`config.mk`:
```
export PLATFORM = sky130hd
export DESIGN_NAME = mrd_device_flat
export DESIGN_NICKNAME = d
export VERILOG_FILES = /design/src/mrd_pkg.sv /design/src/mrd_link_if.sv /design/src/mrd_device.sv /design/src/flat_wrapper.sv
export VERILOG_INCLUDE_DIRS = /design/src
export SDC_FILE = /design/constraint.sdc
export NUM_CORES = 1
export LEC_CHECK = 0
export BUFFER_PORTS_ARGS = -buffer_cell sky130_fd_sc_hd__buf_4
export CORE_MARGIN = 3
export CORE_UTILIZATION = 30
export DETAILED_ROUTE_END_ITERATION = 10
export SYNTH_ARGS = -nofsm -noshare
export SYNTH_HDL_FRONTEND = slang
export SYNTH_SLANG_ARGS = --single-unit
```
`constraint.sdc`:
```
create_clock -name clk_sys -period 2.4 [get_ports clk_sys]
set_input_delay 0.48 -clock clk_sys [delete_from_list [all_inputs] [get_ports clk_sys]]
set_output_delay 0.48 -clock clk_sys [all_outputs]
set_load 0.02 [all_outputs]
```
`src/mrd_regs.svh`:
```
// Constants for the mode register two/three decode block.
// Assumes inclusion by both ends; definitions only.
`ifndef MRD_REGS_SVH
`define MRD_REGS_SVH
`define MRD_BA_MR2 3'h2
`define MRD_BA_MR3 3'h3
`define MRD_MR2_PARTIAL_ARRAY_RETENTION_LSB 0
`define MRD_MR2_CWD_LSB 3
`define MRD_MR2_SRT_BIT 7
`define MRD_MR2_RTTWR_LSB 9
`define MRD_MR3_LOC_LSB 0
`define MRD_MR3_MPR_BIT 2
`define MRD_MR2_RSV_MASK 13'h1940
`define MRD_MR3_RSV_MASK 13'h1ff8
`define MRD_MR2_RESET 13'h0000
`define MRD_MR3_RESET 13'h0000
`define MRD_LINK_DIV 8'h04
`define MRD_REFRESH_NORM_MS 64
`define MRD_REFRESH_HOT_MS 32
`define MRD_MPR_PATTERN 8'h55
`endif

```
`src/mrd_pkg.sv`:
```
// Types shared by both ends of the mode register decode link.
// Assumes mrd_regs.svh is on the include path.
package mrd_pkg;
    typedef enum logic [2:0] {
        MRD_RTT_OFF = 3'h1,
        MRD_RTT_QUARTER = 3'h2,
        MRD_RTT_HALF = 3'h4
    } mrd_rtt_type;
    typedef enum logic [2:0] {
        MRD_IDLE = 3'h1,
        MRD_SETUP = 3'h2,
        MRD_HOLD = 3'h4
    } mrd_host_state_type;
endpackage

```
`src/mrd_link_if.sv`:
```
// Command/address link between controller and memory device.
// Assumes both ends share one system clock for their logic.
interface mrd_link_if;
    logic linkClk;
    logic csN;
    logic rasN;
    logic casN;
    logic weN;
    logic [2:0] bankAddr;
    logic [12:0] addr;
    modport device (input linkClk, csN, rasN, casN, weN, bankAddr, addr);
    modport host (output linkClk, csN, rasN, casN, weN, bankAddr, addr);
endinterface

```
`src/mrd_device.sv`:
```
// Device end: samples mode register set commands on the link clock
// edge and decodes mode registers two and three.
// Assumes link pins are asynchronous to clk_sys and are synchronised here.
//
// Contract
// Termination from A10:A9, quarter or half.
// Code 00 switches dynamic termination off.
// Write CAS delay from A5:A3 table.
// Write CAS delay counts whole cycles.
// Every latency is an integer count.
// Total write delay is added plus CAS.
// Bit 7 doubles self-refresh rate.
// Controller halves refresh period when hot.
// When hot, set bit 7 or skip self-refresh.
// Partial retention drops banks outside range.
// Controller zeroes reserved bits of register two.
// Write termination works with nominal disabled.
// Write leveling keeps only nominal termination.
// Termination switches for writes by itself.
// Register two uses bank address 010.
// Register three uses bank address 011.
// Controller zeroes reserved bits of register three.
// Location ignored in normal mode.
// Readout returns fixed pattern for reads.
// Controller avoids reserved codes.
//
// Decided for this implementation: the register offsets.
module mrd_device
    import mrd_pkg::*;
(
    input wire logic clk_sys,
    input wire logic rst_n,
    mrd_link_if.device link,
    input wire logic [1:0] addedLatency,
    input wire logic nomTermEnable,
    input wire logic writeLeveling,
    input wire logic writeBurst,
    input wire logic selfRefresh,
    output logic [3:0] writeCasDelay,
    output logic [4:0] totalWriteDelay,
    output logic latencyReserved,
    output logic [2:0] termSelect,
    output logic termReserved,
    output logic doubleRefresh,
    output logic [7:0] retainedBanks,
    output logic readoutEnable,
    output logic [1:0] readoutLocation,
    output logic [7:0] readoutPattern
);
`include "mrd_regs.svh"
    typedef struct packed {
        logic [20:0] sync1;
        logic [20:0] sync2;
        logic clkPrev;
        logic [12:0] modeTwo;
        logic [12:0] modeThree;
        logic [3:0] cwd;
        logic [4:0] twd;
        logic latRsv;
        logic [2:0] term;
        logic termRsv;
        logic dbl;
        logic [7:0] keep;
        logic rdEn;
        logic [1:0] rdLoc;
        logic [7:0] rdPat;
    } mrd_dev_state_type;

    mrd_dev_state_type s_q;
    mrd_dev_state_type s_d;
    logic [20:0] pinsNow;
    logic clkNow;
    logic isMrs;
    logic [3:0] cmdNow;
    logic [2:0] ba;
    logic [12:0] a;
    logic [12:0] m2;

    // Every pin passes the same two stages, so the command lines are seen
    // in the same cycle as the link clock edge that they belong to.
    assign pinsNow = {link.linkClk, link.csN, link.rasN, link.casN,
                      link.weN, link.bankAddr, link.addr};

    // A set command: all four command lines low and the bank matches.
    function automatic logic cmdFor(input logic [3:0] lines,
            input logic [2:0] bankNow, input logic [2:0] bankWant);
        cmdFor = (lines == 4'h0) && (bankNow == bankWant);
    endfunction

    // Integer cycles only; a result of 0 stands for a reserved code.
    function automatic logic [3:0] cwdDecode(input logic [2:0] code);
        unique case (code)
            3'h0: cwdDecode = 4'h5;
            3'h1: cwdDecode = 4'h6;
            3'h2: cwdDecode = 4'h7;
            3'h3: cwdDecode = 4'h8;
            3'h4: cwdDecode = 4'h9;
            3'h5: cwdDecode = 4'h0;
            3'h6: cwdDecode = 4'h0;
            3'h7: cwdDecode = 4'h0;
        endcase
    endfunction

    // Banks kept through self refresh, one bit per bank.
    function automatic logic [7:0] keepDecode(input logic [2:0] code);
        unique case (code)
            3'h0: keepDecode = 8'hff;
            3'h1: keepDecode = 8'h0f;
            3'h2: keepDecode = 8'h03;
            3'h3: keepDecode = 8'h01;
            3'h4: keepDecode = 8'hfc;
            3'h5: keepDecode = 8'hf0;
            3'h6: keepDecode = 8'hc0;
            3'h7: keepDecode = 8'h80;
        endcase
    endfunction

    // Termination in use: 0 is the nominal value, 1 off, 2 or 4 write.
    // Leveling wins over a write, so only the nominal value, or off with nominal disabled, is seen then.
    function automatic logic [2:0] termDecode(input logic [1:0] code,
            input logic burst, input logic level, input logic nomOn);
        logic [2:0] idle;
        idle = nomOn ? 3'h0 : MRD_RTT_OFF;
        termDecode = idle;
        if (burst && !level) begin
            unique case (code)
                2'h1: termDecode = MRD_RTT_QUARTER;
                2'h2: termDecode = MRD_RTT_HALF;
                default: termDecode = idle;
            endcase
        end
    endfunction

    always_comb begin
        s_d = s_q;
        s_d.sync1 = pinsNow;
        s_d.sync2 = s_q.sync1;
        clkNow = s_q.sync2[20];
        cmdNow = s_q.sync2[19:16];
        ba = s_q.sync2[15:13];
        a = s_q.sync2[12:0];
        s_d.clkPrev = clkNow;

        // Commands are taken on the rising link clock edge only.
        isMrs = clkNow && !s_q.clkPrev;
        if (isMrs && cmdFor(cmdNow, ba, `MRD_BA_MR2)) begin
            s_d.modeTwo = a;
        end
        if (isMrs && cmdFor(cmdNow, ba, `MRD_BA_MR3)) begin
            s_d.modeThree = a;
        end

        m2 = s_q.modeTwo;
        s_d.cwd = cwdDecode(m2[`MRD_MR2_CWD_LSB +: 3]);
        s_d.latRsv = (s_d.cwd == 4'h0);
        // Sum is kept in whole cycles; no half-cycle term exists.
        s_d.twd = 5'(s_d.cwd) + 5'(addedLatency);

        s_d.termRsv = (m2[`MRD_MR2_RTTWR_LSB +: 2] == 2'h3);
        // Nominal enable is not consulted for the write value.
        s_d.term = termDecode(m2[`MRD_MR2_RTTWR_LSB +: 2], writeBurst,
            writeLeveling, nomTermEnable);
        s_d.dbl = m2[`MRD_MR2_SRT_BIT];
        s_d.keep = 8'hff;
        if (selfRefresh) begin
            s_d.keep = keepDecode(m2[`MRD_MR2_PARTIAL_ARRAY_RETENTION_LSB +: 3]);
        end

        s_d.rdEn = s_q.modeThree[`MRD_MR3_MPR_BIT];
        s_d.rdLoc = 2'h0;
        s_d.rdPat = 8'h00;
        if (s_d.rdEn) begin
            s_d.rdLoc = s_q.modeThree[`MRD_MR3_LOC_LSB +: 2];
            s_d.rdPat = `MRD_MPR_PATTERN;
        end

        // The link clock idles low, so clearing the stages adds no edge.
        if (!rst_n) begin
            s_d.sync1 = '0;
            s_d.sync2 = '0;
            s_d.clkPrev = 1'b0;
            s_d.modeTwo = `MRD_MR2_RESET;
            s_d.modeThree = `MRD_MR3_RESET;
            s_d.cwd = 4'h5;
            s_d.twd = 5'h05;
            s_d.latRsv = 1'b0;
            s_d.term = MRD_RTT_OFF;
            s_d.termRsv = 1'b0;
            s_d.dbl = 1'b0;
            s_d.keep = 8'hff;
            s_d.rdEn = 1'b0;
            s_d.rdLoc = 2'h0;
            s_d.rdPat = 8'h00;
        end
    end

    always_ff @(posedge clk_sys) begin
        s_q <= s_d;
    end

    assign writeCasDelay = s_q.cwd;
    assign totalWriteDelay = s_q.twd;
    assign latencyReserved = s_q.latRsv;
    assign termSelect = s_q.term;
    assign termReserved = s_q.termRsv;
    assign doubleRefresh = s_q.dbl;
    assign retainedBanks = s_q.keep;
    assign readoutEnable = s_q.rdEn;
    assign readoutLocation = s_q.rdLoc;
    assign readoutPattern = s_q.rdPat;
endmodule

```
`src/flat_wrapper.sv`:
```
// flat-port wrapper written by rule: the top's interface ports become plain ports
module mrd_device_flat import mrd_pkg::*;
  (clk_sys, rst_n, addedLatency, nomTermEnable, writeLeveling, writeBurst, selfRefresh, writeCasDelay, totalWriteDelay, latencyReserved, termSelect, termReserved, doubleRefresh, retainedBanks, readoutEnable, readoutLocation, readoutPattern, link_linkClk, link_csN, link_rasN, link_casN, link_weN, link_bankAddr, link_addr);
  mrd_link_if link_i ();
  input wire logic clk_sys;
  input wire logic rst_n;
  input wire logic [1:0] addedLatency;
  input wire logic nomTermEnable;
  input wire logic writeLeveling;
  input wire logic writeBurst;
  input wire logic selfRefresh;
  output logic [3:0] writeCasDelay;
  output logic [4:0] totalWriteDelay;
  output logic latencyReserved;
  output logic [2:0] termSelect;
  output logic termReserved;
  output logic doubleRefresh;
  output logic [7:0] retainedBanks;
  output logic readoutEnable;
  output logic [1:0] readoutLocation;
  output logic [7:0] readoutPattern;
  input wire logic [$bits(link_i.linkClk)-1:0] link_linkClk;
  input wire logic [$bits(link_i.csN)-1:0] link_csN;
  input wire logic [$bits(link_i.rasN)-1:0] link_rasN;
  input wire logic [$bits(link_i.casN)-1:0] link_casN;
  input wire logic [$bits(link_i.weN)-1:0] link_weN;
  input wire logic [$bits(link_i.bankAddr)-1:0] link_bankAddr;
  input wire logic [$bits(link_i.addr)-1:0] link_addr;
  assign link_i.linkClk = link_linkClk;
  assign link_i.csN = link_csN;
  assign link_i.rasN = link_rasN;
  assign link_i.casN = link_casN;
  assign link_i.weN = link_weN;
  assign link_i.bankAddr = link_bankAddr;
  assign link_i.addr = link_addr;
  mrd_device u_core (.clk_sys(clk_sys), .rst_n(rst_n), .link(link_i), .addedLatency(addedLatency), .nomTermEnable(nomTermEnable), .writeLeveling(writeLeveling), .writeBurst(writeBurst), .selfRefresh(selfRefresh), .writeCasDelay(writeCasDelay), .totalWriteDelay(totalWriteDelay), .latencyReserved(latencyReserved), .termSelect(termSelect), .termReserved(termReserved), .doubleRefresh(doubleRefresh), .retainedBanks(retainedBanks), .readoutEnable(readoutEnable), .readoutLocation(readoutLocation), .readoutPattern(readoutPattern));
endmodule
```
==> out/qor.yml <==
outcome: "finished clean"
ys_warn_count: 0
vias: 1637
crit_chain: "or4b_4 -> nor3_4 -> mux2i_1 -> ha_1 -> inv_1 -> a311oi_1"
fin_cells: 401
hpwlAfterDp_mm: 2.789
fin_tns_setup_ns: 0
regArea_um2: 1501
placementRows: 34
path_clk_slew_ns: 0.08
whs_endpoint: "u_core.retainedBanks[6]$_SDFF_PN1_"
clockBufferDepth: 2
tightest_slew_ns: 0.5039
min_path_cells: 2
place.gp.congestion: 0.7019
cts_max_level: 3
synth-seq-cells: 75
synthCells: 257
critPathLaunchType: "flip-flop"
wl_per_cell_um: 10.02
fillers: 888
placed_cells: 385
area_growth_syn_to_layout_pct: 17.28
cap_violations: 0
cts_setup_buffers: 0
wirelength_mm: 4.017
cp_top_family: "simple AND/OR/NAND/NOR gates"
holdBufCountCts: 0
final-setup-viol-count: 0
synth_edf_count: 0
arrival_ns: 2.22
die_h_um: 101
die_area_um2: 10200
endpoint_kind: "flip-flop"
cts_made_buffers: 9
core_area_um2: 8763
vdd_drop_max_v: 0.0002341
cts_tree: "done"
timing.rr.start: "u_core.cmdNow[3]$_SDFF_PN0_"
skew_ns: 0.008211
ff2ff_setup_slack_ns: 0.42
port_buffers: 54
synth_ff_type: "dfxtp_1"
grt_max_degree: 50
synth_area_um2: 2708
fin_crit_ns: 1.982
drtIter0Drc: 39
crit_path_max_fanout: 6
cts_root_buf: "clkbuf_8"
grt_pass1_wl_mm: 6.810
ys_types: 36
clock_sinks: 75
slew_headroom_pct: 65.93
worst_path_largest_cell_delay_ns: 0.56
ios: 63
p_leak_nw: 1.353
finalCritPeriodShare_pct: 82.58
gr-total-overflow: 0
grt_pass1_vias: 1509
grt_use_total_pct: 8.632
max_freq_mhz: 504.6
power_density_nw_per_um2: 700.7
post-route-util_pct: 36.24
path_buf_inv: 1
antenna_left: 0
finalHoldViolCount: 0
critPathSlowestCell: "or4b_4"
diodes: 0
hold_start: "selfRefresh"
multiInputGateArea_um2: 905.9
worstSetupPathType: "reg -> reg"
initial_core_util_pct: 30.90
ys_seq_area_share_pct: 55.45
cts_resized: 0
clkLatencyLatePin_ns: 0.34
async_flop_share_pct: 0
rr_worst_depth: 6
rsz0062_at_grt: "false"
cp.required_ns: 2.64
die_w_um: 101
finalNetCount: 324
hold_path_class: "in -> reg"
avgSynthCellArea_um2: 10.54
remaining_drc_errors: 0
firstDrtPassIters: 4
drive_gt1_share_pct: 25.60
drv_slew: 0
antenna_found_initial: 0
viasPerCell: 4.082
-- registers in the layout (all words and copies together) (netlist names), 2 cells and up, named ones only --
register and flops:
u_core.a 9, u_core.ba 3, u_core.cmdNow 4, u_core.m2 9, u_core.readoutLocation 2, u_core.retainedBanks 6, u_core.s_q 21, u_core.termSelect 3
u_core.totalWriteDelay 5, u_core.writeCasDelay 4
-- cells in the mapped netlist (all sizes together) (3+ instances only) --
cell	n	area share, %
and2	38	8.8
and3	4	0.92
buf	31	8.9
o21ai	6	1.1
a21oi	6	1.1
nand3	3	0.55
clkbuf	8	1.1
inv	11	1.5
nand2	22	3.0
nor3b	3	0.83
nor2	3	0.42
ha	6	2.8
dfxtp	75	55
mux2i	13	4.8
or2	3	0.69
-- metrics by stage --
| stage | cell area (um^2) | hold slack, ns | total power, mW | worst slack [ns] |
|---|---|---|---|---|
| finish | 3176 | 0.3373 | 2.225 | 0.4181 |
| global route | 3176 | 0.3106 | 2.349 | 0.2832 |
| CTS | 3176 | 0.3136 | 2.275 | 0.4120 |
| detailed placement | 3004 | 0.4187 | 1.422 | 0.4431 |
| global placement | 3004 | 0.4144 | 1.419 | 0.4834 |
| floorplan | 2719 | 0.4036 | 1.384 | 0.4391 |
-- placed cells by master, fill, tap and decap left out, drive strengths merged, types with 3 or more instances in the layout --
cell	instances
and2	38
ha	6
a21oi	6
mux2i	13
clkbuf	12
nor2	3
or2	3
inv	11
nor3b	3
conb	4
buf	56
nand3	3
clkinv	3
and3	4
o21ai	6
nand2	22
dfxtp	75
-- where the power goes --
| part | total, mW | switching, mW | internal, mW |
|---|---|---|---|
| clock | 0.834 | 0.432 | 0.402 |
| sequential | 1.29 | 0.0103 | 1.28 |
| combinational | 0.105 | 0.0501 | 0.0547 |
-- cell families (layout without fill, tap and decap cells) --
| group | Yosys count | after routing | synth area share, % |
|---|---|---|---|
| buffers and inverters | 50 | 83 | 11.51 |
| XOR/XNOR | 1 | 1 | 0.3235 |
| adder cells (fa/ha/maj) | 8 | 8 | 3.882 |
| flip-flops | 75 | 75 | 55.45 |
| AND/OR/NAND/NOR | 90 | 90 | 19.64 |
| AO/OA/AOI/OAI | 19 | 19 | 4.252 |
| other | 1 | 4 | 0.1385 |
| multiplexers | 13 | 13 | 4.806 |
-- how the worst max path moves through the flow --
stage                           end  slack, ns  depth (start not counted)                         from
after floorplan           flip-flop       0.44                          7  u_core.cmdNow[3]$_SDFF_PN0_
after global placement    flip-flop       0.48                          6  u_core.cmdNow[3]$_SDFF_PN0_
after detailed placement  flip-flop       0.44                          6  u_core.cmdNow[3]$_SDFF_PN0_
after CTS                 flip-flop       0.41                          6  u_core.cmdNow[3]$_SDFF_PN0_
after global routing      flip-flop       0.28                          6  u_core.cmdNow[3]$_SDFF_PN0_
final                     flip-flop       0.42                          6  u_core.cmdNow[3]$_SDFF_PN0_
-- area by class of cell --
class	count	share of cell area, %
well taps	108	4.255
clock buffers	12	4.571
clock inverters	4	0.8274
flip-flops and latches	75	47.28
repair buffers	56	13.24
multi-input cells	135	28.53
inverters	11	1.300
-- metal layers --
metal / GRT usage [%] / routed length [um]
met1: 10.53 / 1933
met2: 12.56 / 1643
met3: 3.875 / 379
met4: 4.908 / 61
met5: 0 / 0
(Power assumes the default switching activity.)
